### src/adc_ctrl_pkg.sv
`default_nettype none
package adc_ctrl_pkg;

  // ---------------------------------------------------------------
  // Register offsets
  // ---------------------------------------------------------------
  localparam logic [7:0] OFS_INPUT_CFG  = 8'h02;
  localparam logic [7:0] OFS_CHANNEL    = 8'h03;
  localparam logic [7:0] OFS_DATA_LOW   = 8'h04;
  localparam logic [7:0] OFS_DATA_MID   = 8'h05;
  localparam logic [7:0] OFS_DATA_HIGH  = 8'h06;
  localparam logic [7:0] OFS_CTRL_MAIN  = 8'h07;
  localparam logic [7:0] OFS_CTRL_AUX   = 8'h08;
  localparam logic [7:0] OFS_CLKDIV     = 8'h09;
  localparam logic [7:0] OFS_TRIM       = 8'h0a;

  // ---------------------------------------------------------------
  // Reset values
  // ---------------------------------------------------------------
  localparam logic [7:0] RST_INPUT_CFG  = 8'h00;
  localparam logic [7:0] RST_CHANNEL    = 8'h00;
  localparam logic [7:0] RST_CTRL_MAIN  = 8'h20;
  localparam logic [7:0] RST_CTRL_AUX   = 8'h00;
  localparam logic [7:0] RST_CLKDIV     = 8'h00;
  localparam logic [7:0] RST_TRIM       = 8'he4;

  // ---------------------------------------------------------------
  // Field positions and masks of readable bits
  // ---------------------------------------------------------------
  localparam int         BIT_SHORT      = 6;
  localparam int         BIT_RESET      = 7;
  localparam int         BIT_SLEEP      = 6;
  localparam int         BIT_POWER_OFF  = 5;
  localparam int         BIT_REF_PAIR   = 0;
  localparam int         BIT_BUF_NEG    = 4;
  localparam int         BIT_BUF_POS    = 3;
  localparam int         BIT_HOLD       = 2;
  localparam int         BIT_DONE       = 1;
  localparam logic [7:0] MASK_INPUT_CFG = 8'h7e;
  localparam logic [7:0] MASK_CHANNEL   = 8'h3f;
  localparam logic [7:0] MASK_CTRL_AUX  = 8'hfe;
  localparam logic [7:0] MASK_CLKDIV    = 8'h1f;

  // ---------------------------------------------------------------
  // Codes and ratios
  // ---------------------------------------------------------------
  localparam logic [4:0] CLKDIV_BYPASS  = 5'h1f;
  localparam logic [2:0] MODDIV_CODE_12 = 3'h2;
  localparam logic [4:0] MODDIV_N30     = 5'h1e;
  localparam logic [4:0] MODDIV_N12     = 5'h0c;
  localparam logic [3:0] OSR_CODE_16K   = 4'h1;

  typedef enum logic [1:0] {
    MODE_POWER_DOWN = 2'b00,
    MODE_SLEEP      = 2'b01,
    MODE_RESET      = 2'b10,
    MODE_NORMAL     = 2'b11
  } op_mode_t;

  // Modulator divide ratio N; reserved codes fall back to 30.
  function automatic logic [4:0] modulator_ratio(input logic [2:0] code);
    modulator_ratio = (code == MODDIV_CODE_12) ? MODDIV_N12 : MODDIV_N30;
  endfunction

  // Input selector decode; reserved codes give no route.
  function automatic logic [7:0] route_onehot(input logic [2:0] code,
                                              input logic [7:0] legal);
    route_onehot = legal[code] ? (8'h01 << code) : 8'h00;
  endfunction

  localparam logic [7:0] LEGAL_NEG = 8'hf3;
  localparam logic [7:0] LEGAL_POS = 8'hd3;

endpackage
`default_nettype wire

### src/clock_enable_gen.sv
`timescale 1ns/10ps
`default_nettype none
module clock_enable_gen
  import adc_ctrl_pkg::*;
(
  // Clock and reset
  input  wire logic       clk,
  input  wire logic       arst_n,
  // Control
  input  wire logic       enable,
  input  wire logic [4:0] master_clock_divider,
  input  wire logic [2:0] modulator_divider_select,
  // Enables
  output logic            mclk_tick,
  output logic            mod_tick
);

  logic [5:0] mclk_count;
  logic [4:0] mod_count;
  logic       bypass;
  logic [5:0] mclk_last;
  logic [4:0] mod_last;

  // ---------------------------------------------------------------
  // Master clock divider
  // ---------------------------------------------------------------
  // master clock ratio
  assign bypass    = (master_clock_divider == CLKDIV_BYPASS);
  assign mclk_last = {master_clock_divider, 1'b1};
  assign mclk_tick = enable & (bypass | (mclk_count == mclk_last));

  always_ff @(posedge clk or negedge arst_n) begin
    if (!arst_n) begin
      mclk_count <= 6'h00;
    end else if (!enable || mclk_tick) begin
      mclk_count <= 6'h00;
    end else begin
      mclk_count <= mclk_count + 6'h01;
    end
  end

  // ---------------------------------------------------------------
  // Modulator clock divider
  // ---------------------------------------------------------------
  // modulator divide by N
  assign mod_last = modulator_ratio(modulator_divider_select) - 5'h01;
  assign mod_tick = mclk_tick & (mod_count >= mod_last);

  always_ff @(posedge clk or negedge arst_n) begin
    if (!arst_n) begin
      mod_count <= 5'h00;
    end else if (!enable || mod_tick) begin
      mod_count <= 5'h00;
    end else if (mclk_tick) begin
      mod_count <= mod_count + 5'h01;
    end
  end

  // ---------------------------------------------------------------
  // Checks
  // ---------------------------------------------------------------
  property p_bypass_every_cycle;
    @(posedge clk) disable iff (!arst_n)
      (enable && bypass && $stable(master_clock_divider)) |-> mclk_tick;
  endproperty
  a_bypass_every_cycle: assert property (p_bypass_every_cycle)
    else $error("Bypass code did not pass every cycle.");

  property p_div_spacing;
    @(posedge clk) disable iff (!arst_n)
      (mclk_tick && !bypass && master_clock_divider == 5'h00 && enable)
      ##1 (enable && master_clock_divider == 5'h00) |-> !mclk_tick;
  endproperty
  a_div_spacing: assert property (p_div_spacing)
    else $error("Master clock tick came too early.");

endmodule
`default_nettype wire

### src/conversion_counter.sv
`timescale 1ns/10ps
`default_nettype none
module conversion_counter #(
  parameter int OSR_WIDTH = 17
) (
  // Clock and reset
  input  wire logic                 clk,
  input  wire logic                 arst_n,
  // Control
  input  wire logic                 clear,
  input  wire logic                 run,
  input  wire logic                 mod_tick,
  input  wire logic [OSR_WIDTH-1:0] osr,
  // Status
  output logic                      done
);

  logic [OSR_WIDTH-1:0] count;
  logic [OSR_WIDTH-1:0] last;

  // ---------------------------------------------------------------
  // Oversampling counter
  // ---------------------------------------------------------------
  // oversampling count
  assign last = osr - {{(OSR_WIDTH-1){1'b0}}, 1'b1};
  assign done = run & mod_tick & (count >= last);

  always_ff @(posedge clk or negedge arst_n) begin
    if (!arst_n) begin
      count <= '0;
    end else if (clear || done) begin
      count <= '0;
    end else if (run && mod_tick) begin
      count <= count + {{(OSR_WIDTH-1){1'b0}}, 1'b1};
    end
  end

  property p_done_needs_run;
    @(posedge clk) disable iff (!arst_n)
      done |-> (run && !clear && count >= last);
  endproperty
  a_done_needs_run: assert property (p_done_needs_run)
    else $error("Conversion ended without running.");

endmodule
`default_nettype wire

### src/delta_sigma_adc_control.sv
`timescale 1ns/10ps
`default_nettype none
// Summary of operation
// Input config bit 6 shorts the two selected input terminals together.
// Offset field bits 3..1 gives zero or signed quarter reference steps.
// Negative selector bits 5..3 routes second input; 010, 011 reserved.
// Positive selector bits 2..0 routes first input; 010, 011, 101 reserved.
// Host pairs single-ended inputs with the common-mode reference.
// Host pairs temperature sensor negative and positive outputs.
// Power-off bit overrides sleep and reset; resets to one.
// Oversampling field sets ratio; code 0001 gives 16384.
// Divider field sets modulator clock to master clock over 30 or 12.
// Clock divider field divides by 2(k+1); all-ones passes clock.
// Done flag set on completion, held until software writes zero.
// Host keeps the trim register at 1110 0111.
// Unimplemented bits of config, channel and divider read zero.
// Conversion starts after reset bit pulses; high holds filter reset.
// Sleep bit stops the modulator while powered on.
// Data hold keeps latest result; done flag not set meanwhile, but a write of zero still clears it.
// Reference pair bit one selects the external reference pins.
// Cross-connect field is stored and driven to the switch matrix.
module delta_sigma_adc_control
  import adc_ctrl_pkg::*;
#(
  parameter int OSR_WIDTH = 17,
  parameter int OSR_16K   = 16384,
  parameter int OSR_OTHER = 16384
) (
  // Clock and reset
  input  wire logic        clk,
  input  wire logic        arst_n,
  // Register port
  input  wire logic [7:0]  reg_addr,
  input  wire logic        reg_wr,
  input  wire logic        reg_rd,
  input  wire logic [7:0]  reg_wdata,
  output logic [7:0]       reg_rdata,
  // Filter result
  input  wire logic [23:0] filter_result,
  // Input switch matrix
  output logic             input_short_enable,
  output logic [1:0]       input_cross_select,
  output logic [2:0]       input_offset_select,
  output logic             offset_negative,
  output logic [1:0]       offset_quarters,
  output logic [7:0]       negative_route,
  output logic [7:0]       positive_route,
  output logic             reference_pair_select,
  output logic             neg_buffer_enable,
  output logic             pos_buffer_enable,
  output logic [7:0]       trim_value,
  // Converter state
  output op_mode_t         op_mode,
  output logic             converter_powered,
  output logic             modulator_run,
  output logic             filter_reset,
  output logic             conversion_done
);

  import adc_ctrl_pkg::*;

  logic [7:0]           input_cfg;
  logic [7:0]           channel;
  logic [7:0]           ctrl_main;
  logic [7:0]           ctrl_aux;
  logic [7:0]           clkdiv;
  logic [7:0]           trim;
  logic [23:0]          result;
  logic                 armed;
  logic                 eoc;

  wire                  wr_cfg     = reg_wr && reg_addr == OFS_INPUT_CFG;
  wire                  wr_chan    = reg_wr && reg_addr == OFS_CHANNEL;
  wire                  wr_main    = reg_wr && reg_addr == OFS_CTRL_MAIN;
  wire                  wr_aux     = reg_wr && reg_addr == OFS_CTRL_AUX;
  wire                  wr_div     = reg_wr && reg_addr == OFS_CLKDIV;
  wire                  wr_trim    = reg_wr && reg_addr == OFS_TRIM;
  wire                  power_off  = ctrl_main[BIT_POWER_OFF];
  wire                  sleep      = ctrl_main[BIT_SLEEP];
  wire                  rst_bit    = ctrl_main[BIT_RESET];
  wire                  hold       = ctrl_aux[BIT_HOLD];
  wire                  eoc_clear  = wr_aux && !reg_wdata[BIT_DONE];
  wire [2:0]            offset_cd  = input_cfg[3:1];
  wire [3:0]            osr_code   = ctrl_main[4:1];
  wire                  mclk_tick;
  wire                  mod_tick;
  wire                  done;
  wire                  run;
  wire                  clear;
  wire [OSR_WIDTH-1:0]  osr;
  logic [7:0]           next_rdata;
  op_mode_t             next_mode;

  // ---------------------------------------------------------------
  // Configuration registers
  // ---------------------------------------------------------------
  // unimplemented bits zero
  always_ff @(posedge clk or negedge arst_n) begin
    if (!arst_n) begin
      input_cfg <= RST_INPUT_CFG;
      channel   <= RST_CHANNEL;
      clkdiv    <= RST_CLKDIV;
      trim      <= RST_TRIM;
    end else begin
      if (wr_cfg) input_cfg <= reg_wdata & MASK_INPUT_CFG;
      if (wr_chan) channel <= reg_wdata & MASK_CHANNEL;
      if (wr_div) clkdiv <= reg_wdata & MASK_CLKDIV;
      if (wr_trim) trim <= reg_wdata;
    end
  end

  // power-off resets high
  always_ff @(posedge clk or negedge arst_n) begin
    if (!arst_n) begin
      ctrl_main <= RST_CTRL_MAIN;
    end else if (wr_main) begin
      ctrl_main <= reg_wdata;
    end
  end

  always_ff @(posedge clk or negedge arst_n) begin
    if (!arst_n) begin
      ctrl_aux <= RST_CTRL_AUX;
    end else if (wr_aux) begin
      ctrl_aux <= reg_wdata & MASK_CTRL_AUX & ~(8'h01 << BIT_DONE);
    end
  end

  // ---------------------------------------------------------------
  // Operating mode
  // ---------------------------------------------------------------
  // power-off overrides
  // sleep stops modulator
  assign next_mode = power_off ? MODE_POWER_DOWN :
                     sleep     ? MODE_SLEEP      :
                     rst_bit   ? MODE_RESET      : MODE_NORMAL;

  // start after reset pulse
  always_ff @(posedge clk or negedge arst_n) begin
    if (!arst_n) begin
      armed <= 1'b0;
    end else if (power_off) begin
      armed <= 1'b0;
    end else if (rst_bit) begin
      armed <= 1'b1;
    end
  end

  assign run   = armed && next_mode == MODE_NORMAL;
  assign clear = !armed || power_off || rst_bit;
  assign osr   = (osr_code == OSR_CODE_16K) ? OSR_WIDTH'(OSR_16K)
                                            : OSR_WIDTH'(OSR_OTHER);

  clock_enable_gen u_clock_enable_gen (
    .clk                      (clk),
    .arst_n                   (arst_n),
    .enable                   (!power_off),
    .master_clock_divider     (clkdiv[4:0]),
    .modulator_divider_select (ctrl_aux[7:5]),
    .mclk_tick                (mclk_tick),
    .mod_tick                 (mod_tick)
  );

  conversion_counter #(
    .OSR_WIDTH (OSR_WIDTH)
  ) u_conversion_counter (
    .clk      (clk),
    .arst_n   (arst_n),
    .clear    (clear),
    .run      (run),
    .mod_tick (mod_tick),
    .osr      (osr),
    .done     (done)
  );

  // ---------------------------------------------------------------
  // Result and done flag
  // ---------------------------------------------------------------
  // hold freezes data
  // sticky done, set wins
  always_ff @(posedge clk or negedge arst_n) begin
    if (!arst_n) begin
      result <= 24'h000000;
      eoc    <= 1'b0;
    end else begin
      if (done && !hold) result <= filter_result;
      if (done && !hold) eoc <= 1'b1;
      else if (eoc_clear) eoc <= 1'b0;
    end
  end

  // ---------------------------------------------------------------
  // Read path
  // ---------------------------------------------------------------
  always_comb begin
    next_rdata = 8'h00;
    unique case (reg_addr)
      OFS_INPUT_CFG: next_rdata = input_cfg;
      OFS_CHANNEL:   next_rdata = channel;
      OFS_DATA_LOW:  next_rdata = result[7:0];
      OFS_DATA_MID:  next_rdata = result[15:8];
      OFS_DATA_HIGH: next_rdata = result[23:16];
      OFS_CTRL_MAIN: next_rdata = ctrl_main;
      OFS_CTRL_AUX:  next_rdata = ctrl_aux | ({7'h00, eoc} << BIT_DONE);
      OFS_CLKDIV:    next_rdata = clkdiv;
      OFS_TRIM:      next_rdata = trim;
      default:       next_rdata = 8'h00;
    endcase
  end

  always_ff @(posedge clk or negedge arst_n) begin
    if (!arst_n) begin
      reg_rdata <= 8'h00;
    end else if (reg_rd) begin
      reg_rdata <= next_rdata;
    end
  end

  // ---------------------------------------------------------------
  // Analog control outputs
  // ---------------------------------------------------------------
  always_ff @(posedge clk or negedge arst_n) begin
    if (!arst_n) begin
      input_short_enable    <= 1'b0;
      input_cross_select    <= 2'b00;
      input_offset_select   <= 3'b000;
      offset_negative       <= 1'b0;
      offset_quarters       <= 2'b00;
      negative_route        <= 8'h00;
      positive_route        <= 8'h00;
      reference_pair_select <= 1'b0;
      neg_buffer_enable     <= 1'b0;
      pos_buffer_enable     <= 1'b0;
      trim_value            <= RST_TRIM;
      op_mode               <= MODE_POWER_DOWN;
    end else begin
      // input short
      input_short_enable    <= input_cfg[BIT_SHORT];
      // cross-connect drive
      input_cross_select    <= input_cfg[5:4];
      // offset decode
      input_offset_select   <= offset_cd;
      offset_negative       <= offset_cd[2] && offset_cd[1:0] != 2'b00;
      offset_quarters       <= offset_cd[1:0];
      // negative route
      negative_route        <= route_onehot(channel[5:3], LEGAL_NEG);
      // positive route
      positive_route        <= route_onehot(channel[2:0], LEGAL_POS);
      // reference pair
      reference_pair_select <= ctrl_main[BIT_REF_PAIR];
      neg_buffer_enable     <= ctrl_aux[BIT_BUF_NEG];
      pos_buffer_enable     <= ctrl_aux[BIT_BUF_POS];
      trim_value            <= trim;
      op_mode               <= next_mode;
    end
  end

  assign converter_powered = op_mode != MODE_POWER_DOWN;
  assign modulator_run     = op_mode == MODE_NORMAL || op_mode == MODE_RESET;
  assign filter_reset      = op_mode == MODE_RESET;
  assign conversion_done   = eoc;

  // ---------------------------------------------------------------
  // Checks
  // ---------------------------------------------------------------
  property p_done_sets_flag;
    @(posedge clk) disable iff (!arst_n) (done && !hold) |=> eoc;
  endproperty
  a_done_sets_flag: assert property (p_done_sets_flag)
    else $error("Done flag not set after conversion.");

  property p_flag_sticky;
    @(posedge clk) disable iff (!arst_n) (eoc && !eoc_clear) |=> eoc;
  endproperty
  a_flag_sticky: assert property (p_flag_sticky)
    else $error("Done flag dropped without a clear.");

  property p_hold_keeps_data;
    @(posedge clk) disable iff (!arst_n)
      hold |=> ($stable(result) && ($past(eoc) || !eoc));
  endproperty
  a_hold_keeps_data: assert property (p_hold_keeps_data)
    else $error("Result or flag changed under hold.");

  property p_power_off_down;
    @(posedge clk) disable iff (!arst_n)
      power_off |=> (!converter_powered && !modulator_run);
  endproperty
  a_power_off_down: assert property (p_power_off_down)
    else $error("Converter not powered down.");

  property p_sleep_stops;
    @(posedge clk) disable iff (!arst_n)
      (!power_off && sleep) |-> !done ##1 !modulator_run;
  endproperty
  a_sleep_stops: assert property (p_sleep_stops)
    else $error("Modulator ran in sleep.");

  property p_reset_holds_filter;
    @(posedge clk) disable iff (!arst_n)
      (rst_bit && !power_off && !sleep) |=> filter_reset ##0 !done;
  endproperty
  a_reset_holds_filter: assert property (p_reset_holds_filter)
    else $error("Filter not held in reset.");

  property p_channel_read_zero;
    @(posedge clk) disable iff (!arst_n)
      (reg_rd && reg_addr == OFS_CHANNEL) |=> reg_rdata[7:6] == 2'b00;
  endproperty
  a_channel_read_zero: assert property (p_channel_read_zero)
    else $error("Unimplemented channel bits read nonzero.");

  property p_short_follows;
    @(posedge clk) disable iff (!arst_n)
      wr_cfg ##1 !wr_cfg |=> input_short_enable == $past(reg_wdata[6], 2);
  endproperty
  a_short_follows: assert property (p_short_follows)
    else $error("Input short does not follow its bit.");

  property p_reserved_neg;
    @(posedge clk) disable iff (!arst_n)
      (channel[5:3] == 3'b010) |=> negative_route == 8'h00;
  endproperty
  a_reserved_neg: assert property (p_reserved_neg)
    else $error("Reserved negative code routed.");

  c_flag_set: cover property (@(posedge clk) disable iff (!arst_n)
    !eoc ##1 eoc);
  c_hold_discard: cover property (@(posedge clk) disable iff (!arst_n)
    done && hold);
  c_start_pulse: cover property (@(posedge clk) disable iff (!arst_n)
    rst_bit ##[1:20] !rst_bit && run);

endmodule
`default_nettype wire

### config.mk
export PLATFORM = sky130hd
export DESIGN_NAME = delta_sigma_adc_control
export DESIGN_NICKNAME = d
export VERILOG_FILES = /design/src/adc_ctrl_pkg.sv /design/src/clock_enable_gen.sv /design/src/conversion_counter.sv /design/src/delta_sigma_adc_control.sv
export SDC_FILE = /design/constraint.sdc
export NUM_CORES = 1
export LEC_CHECK = 0
export BUFFER_PORTS_ARGS = -buffer_cell sky130_fd_sc_hd__buf_4
export CAP_MARGIN = 20
export CORE_ASPECT_RATIO = 0.75
export CORE_MARGIN = 8
export CORE_UTILIZATION = 46
export DETAILED_ROUTE_END_ITERATION = 6
export PLACE_DENSITY = 0.77
export SYNTH_ARGS = -nofsm -noshare
export SYNTH_HDL_FRONTEND = slang
export SYNTH_SLANG_ARGS = --single-unit
### constraint.sdc
create_clock -name clk -period 3.65 [get_ports clk]
set_input_delay 0.73 -clock clk [delete_from_list [all_inputs] [get_ports clk]]
set_output_delay 0.73 -clock clk [all_outputs]
set_load 0.01 [all_outputs]
**Word-level counts from Yosys, hierarchy flattened**

Memories as Yosys holds them, arrays and structs flattened.
Cells that the tools add are included.

- Bits in registers: 139
- Memories: 2
- Bits in read-only memories: 16
- Input port bits: 44
- Logic and storage cells: 103
- Output and inout port bits: 50

- Add/subtract/negate cells: 4
- Eq/ne operators: 15
- Shift operators: 2
- Bitwise gates (word level): 6
- Reduce and logical (&&, ||, !) cells: 27
- Multiplexer cells: 18
- Order comparisons: 4

Memories:

| name | words | width | rd ports | clocked after memory_dff | write ports | RTL line | RTL |
|---|---|---|---|---|---|---|---|
| (name not given) | 8 | 1 | 1 | 0 | 0 | adc_ctrl_pkg.sv:68 | `route_onehot = legal[code] ? (8'h01 << code) : 8'h00;` |
| (name not given) | 8 | 1 | 1 | 0 | 0 | adc_ctrl_pkg.sv:68 |  |

Operator list:

| cell | number |
|---|---|
| 8-bit case mux with 9 select lines | 1 |
| 17-bit 2-to-1 mux | 2 |
| 8-bit by 3-bit equality test with 1-bit output (second input constant) | 4 |
| 8-bit by 4-bit equality test with 1-bit output (second input constant) | 3 |
| 17-bit by 1-bit adder with 17-bit output (second input constant) | 1 |
| 17-bit by 14-bit greater-or-equal comparator with 1-bit output (second input constant) | 1 |
| 8-bit by 2-bit equality test with 1-bit output (second input constant) | 2 |
| 8-bit 2-to-1 mux | 2 |
| 1-bit by 3-bit << shifter with 8-bit output (first input constant) | 2 |
| 5-bit 2-to-1 mux | 3 |
| 2-bit nonzero test | 6 |
| 1-bit logical AND | 11 |
| 3-bit by 4-bit < comparator with 1-bit output (second input constant) | 2 |
| 8-bit by 2-bit bitwise OR with 8-bit output | 1 |
| 1-bit 2-to-1 mux | 7 |
| 6-bit by 1-bit adder with 6-bit output (second input constant) | 1 |
| 2-bit equality test (second input constant) | 3 |
| 6-bit equality test | 1 |
| 1-bit logical OR | 6 |
| 6-bit 2-to-1 mux | 1 |
| 5-bit by 1-bit adder with 5-bit output (second input constant) | 1 |
| 5-bit equality test (second input constant) | 1 |
| 5-bit greater-or-equal comparator | 1 |
| 5-bit by 1-bit subtractor with 5-bit output (second input constant) | 1 |
| other kinds (5) | 12 |

**Logic depth before layout (Yosys ltp)**

- Depth after elaboration: 9
- Gate-level depth with buffers: 10
- Mapped depth without buffers: 9

**Hierarchy**

Synthesis repeated with hierarchy kept, for this count alone.

- Cells, all modules: 587
- Area, all modules: 6726.5 µm²

Modules (own cells, without submodules):

| module | cells each | sequential area each (µm²) | area an instance (µm²) | instances |
|---|---|---|---|---|
| delta_sigma_adc_control | 335 | 2738.9 | 4445.5 | 1 |
| conversion_counter | 171 | 425.4 | 1530.2 | 1 |
| clock_enable_gen | 81 | 275.3 | 750.7 | 1 |

**Least setup slack after synthesis**

OpenSTA, ideal clock, no wires.

- Kind: reg2reg
- Start: register ctrl_aux[5]
- End: register result[10]
- Setup slack: 1364 ps
- Arrival: 2161 ps
- Stages on the path, launching flop included: 10
- Library setup time: 125 ps
- Period minus slack after synthesis: 2286 ps
- Required time: 3525 ps
- Buffers on the path: 1
- Cell sequence: dfrtp_1 -> nor2_1 -> nand2_1 -> ha_1 -> a21oi_1 -> o21a_1 -> nor3_1 -> nand4_4 -> buf_6 -> mux2_4

- Word-level cells in the longest chain between the ends: 8

RTL lines:

| item | RTL line | RTL |
|---|---|---|
| start: declaration | delta_sigma_adc_control.sv:65 | `logic [7:0] ctrl_aux;` |
| start signal: assignment | delta_sigma_adc_control.sv:125 | `ctrl_aux <= reg_wdata & MASK_CTRL_AUX & ~(8'h01 << BIT_DONE);` |
| 3-bit by 2-bit equality test with 1-bit output | adc_ctrl_pkg.sv:62 | `modulator_ratio = (code == MODDIV_CODE_12) ? MODDIV_N12 : MODDIV_N30;` |
| 5-bit 2-to-1 mux | adc_ctrl_pkg.sv:62 |  |
| 5-bit by 1-bit subtractor with 5-bit output | clock_enable_gen.sv:46 | `assign mod_last = modulator_ratio(modulator_divider_select) - 5'h01;` |
| 5-bit greater-or-equal comparator | clock_enable_gen.sv:47 | `assign mod_tick = mclk_tick & (mod_count >= mod_last);` |
| 1-bit bitwise AND | clock_enable_gen.sv:47 |  |
| 1-bit bitwise AND (2 in series) | conversion_counter.sv:26 | `assign done = run & mod_tick & (count >= last);` |
| 1-bit logical AND | delta_sigma_adc_control.sv:186 | `if (done && !hold) result <= filter_result;` |
| end signal: assignment | delta_sigma_adc_control.sv:186 |  |
| end: declaration | delta_sigma_adc_control.sv:68 | `logic [23:0] result;` |

Every way passes these cells.
A chain may end at the register's enable or synchronous reset.

**Worst setup path in the final report**

- Start: register ctrl_aux[5]
- End: register result[14]

Same word-level chain as after synthesis.

==> impl_metrics.py <==
metrics = {
    "yosys": {
        "synth_top_area_cell": "dfrtp_1",
        "synthTopCellsByArea": "dfrtp_1, mux2_2, mux2_4, dfstp_2, a21oi_1",
        "yosys.cell_count.top_type": "dfrtp_1",
        "ys_seq_elements": 137,
        "yosysTopAreaCellShare_pct": 52.0,
        "synth_ff_type": "dfrtp_1",
        "netlist_instances": 500,
        "netlist_top_cells_count": "dfrtp_1, mux2_2, a21oi_1",
        "avgSynthCellArea_um2": 12.3,
        "synth-edff-count": 0,
        "ys_seq_area_share_pct": 55.9,
        "async_flop_share_pct": 100,
        "yosysWarnings": 0,
        "netlist_area_um2": 6150,
        "synth.distinct_cells": 63,
    },
    "layout": {
        "antenna_cells": 0,
        "drive_gt1_share_pct": 35.8,
        "fin_area_um2": 7550,
        "nets": 646,
        "utilization_pct": 58.0,
        "syn2layout_area_growth_pct": 22.7,
    },
    "critical_path": {
        "crit_type": "flop to flop",
        "worstPathArrival_ns": 3.38,
        "cp_max_fo": 25,
        "critPathCaptureType": "flop",
        "start_kind": "flop",
        "crit_required_ns": 3.95,
    },
    "clocking": {
        "cts_buffers": 17,
        "h-tree-depth": 4,
        "insertion_delay_ns": 0.42,
        "cts_buffer_depth": 2,
        "cts_resized": 0,
        "cts_hold_buffers": 0,
        "clockRootBuffer": "clkbuf_16",
        "cts_setup_buffers": 0,
        "cts_tree": "built",
        "path_clk_slew_ns": 0.06,
        "cts.sinks": 137,
    },
    "floorplan": {
        "start_util_pct": 47.3,
        "rows": 36,
        "die_height_um": 116,
        "core-area_um2": 13000,
        "fp.dieArea_um2": 17400,
        "die_x_um": 150,
        "ios": 94,
    },
    "timing": {
        "finalHoldViolations": 0,
        "skew_ns": 0.00569,
        "setup_tns_ns": 0,
        "period_share_pct": 84.4,
        "timing.fmax_mhz": 325,
        "maxSlewViolCount": 0,
        "tightest_slew_ns": 0.912,
        "fin_hold_ws_ns": 0.383,
        "setup_viol": 0,
        "fin_crit_ns": 3.08,
        "slew_headroom_pct": 39.2,
        "rsz0062_at_grt": "no",
    },
    "placement": {
        "placed_cell_area_um2": 7000,
        "portBuffers": 93,
        "gp_routability_congestion": 0.860,
        "dp_hpwl_mm": 11.2,
    },
    "global_route": {
        "antenna_found_initial": 0,
        "grt_max_degree": 104,
        "grt_pass1_vias": 4700,
        "grt.overflow.total": 0,
        "grt_usage_pct": 18.7,
        "grt_pass1_wl_mm": 25.1,
    },
    "detailed_routing": {
        "first_pass_iters": 5,
        "drt_iter0_drc": 432,
        "vias_per_cell": 5.82,
        "avgRoutedWirePerCell_um": 20.1,
        "num_vias": 4540,
        "ant_nets": 0,
        "routed_wl_mm": 15.7,
        "drc": 0,
    },
    "hold_path": {
        "hp-class": "flop to flop",
    },
    "pwr": {
        "leakage_nw": 3.52,
        "power_mw": 3.95,
        "peakVddDrop_mv": 0.347,
        "powerDensity_nw_per_um2": 522,
    },
    "job": {
        "max_cap_viol_count": 0,
    },
    "run_status": {
        "status": "complete, no violations",
    },
}
[worst max-delay path: stages (launching register included)]
cell and delay [ns]:
dfrtp_1 0.37, nor2_1 0.06, nand2_1 0.09, inv_1 0.07, ha_1 0.31, nand3_1 0.11
o21a_1 0.39, nor3_1 0.46, nand4_4 0.59, mux2_4 0.50
[through the flow]
| stage | worst slack (ns) | cells |
|---|---|---|
| CTS | 0.576 | 780 |
| finish | 0.571 | 780 |
| detailed placement | 0.583 | 748 |
| global placement | 0.724 | 748 |
| global route | 0.330 | 780 |
| floorplan | 1.36 | 504 |
[layer usage]
metal	global-route usage, %	routed length, um	up-vias
met1	25.7	7060	2257
met3	5.19	1100	27
met2	27.4	7180	207
met5	0	0	-
li1	-	-	2049
met4	8.05	327	0
[layout by cell type, fill, tap and decap left out, drive strengths merged, types with 6 or more instances in the layout]
cell,netlist,layout
or4,10,10
inv,16,25
nand3b,7,7
o21ai,18,18
xnor2,7,7
mux2i,7,7
and3,9,9
nand4,9,9
nor2,21,21
clkbuf,15,17
nor3,11,11
dfrtp,128,128
a21oi,25,25
dfstp,9,9
buf,8,96
mux2,69,69
a221oi,7,7
ha,6,6
nand2,24,24
nand3,16,16
[cell families (layout without fill, tap and decap cells)]
group | Yosys count | count (layout) | synth area share (%)
flops | 137 | 137 | 55.9
simple gates | 136 | 136 | 13.0
compound gates | 95 | 95 | 10.5
mux | 77 | 77 | 15.3
buf+inv | 39 | 144 | 2.76
xor+xnor | 9 | 9 | 1.28
fa+ha+maj | 6 | 6 | 1.22
other cells | 1 | 5 | 0.0609
[worst paths after layout]
path	from	endpoint	slack (ns)	depth (start not counted)
setup / recovery	ctrl_aux[5]$_DFFE_PN0P_	result[14]$_DFFE_PN0P_	0.57	9
hold / removal	trim[2]$_DFFE_PN1P_	trim_value[2]$_DFF_PN1_	0.38	0
setup reg to reg	ctrl_aux[5]$_DFFE_PN0P_	result[14]$_DFFE_PN0P_	0.57	9
hold reg to reg	trim[2]$_DFFE_PN1P_	trim_value[2]$_DFF_PN1_	0.38	0
max in group asynchronous	arst_n	trim_value[2]$_DFF_PN1_	2.33	2
min in group asynchronous	arst_n	positive_route[2]$_DFF_PN0_	0.42	1
[final cells by class]
class                      count  area (um2)
fill                        1044        5460
clock inverter                15         131
clock buffer                  17         425
sequential                   137        3440
tap                          171         214
inverter                      16        60.1
timing repair buffer          96         724
multi-input combinational    328        2560
[sequential cells by signal, indices dropped and copies added (netlist names), 2 cells and up]
register                       flops
trim                               8
input_cross_select                 2
input_cfg                          6
clkdiv                             5
u_clock_enable_gen.mclk_count      6
op_mode                            2
negative_route                     8
u_clock_enable_gen.mod_count       5
trim_value                         8
positive_route                     8
input_offset_select                2
reg_rdata                          8
channel                            6
ctrl_aux                           6
ctrl_main                          8
u_conversion_counter.count        17
result                            24
[where the power goes]
part	total (mW)	internal (mW)	switching (mW)
sequential	1.74	1.63	0.105
combinational	0.596	0.239	0.357
clock	1.62	0.893	0.723
(Power assumes the default switching activity.)
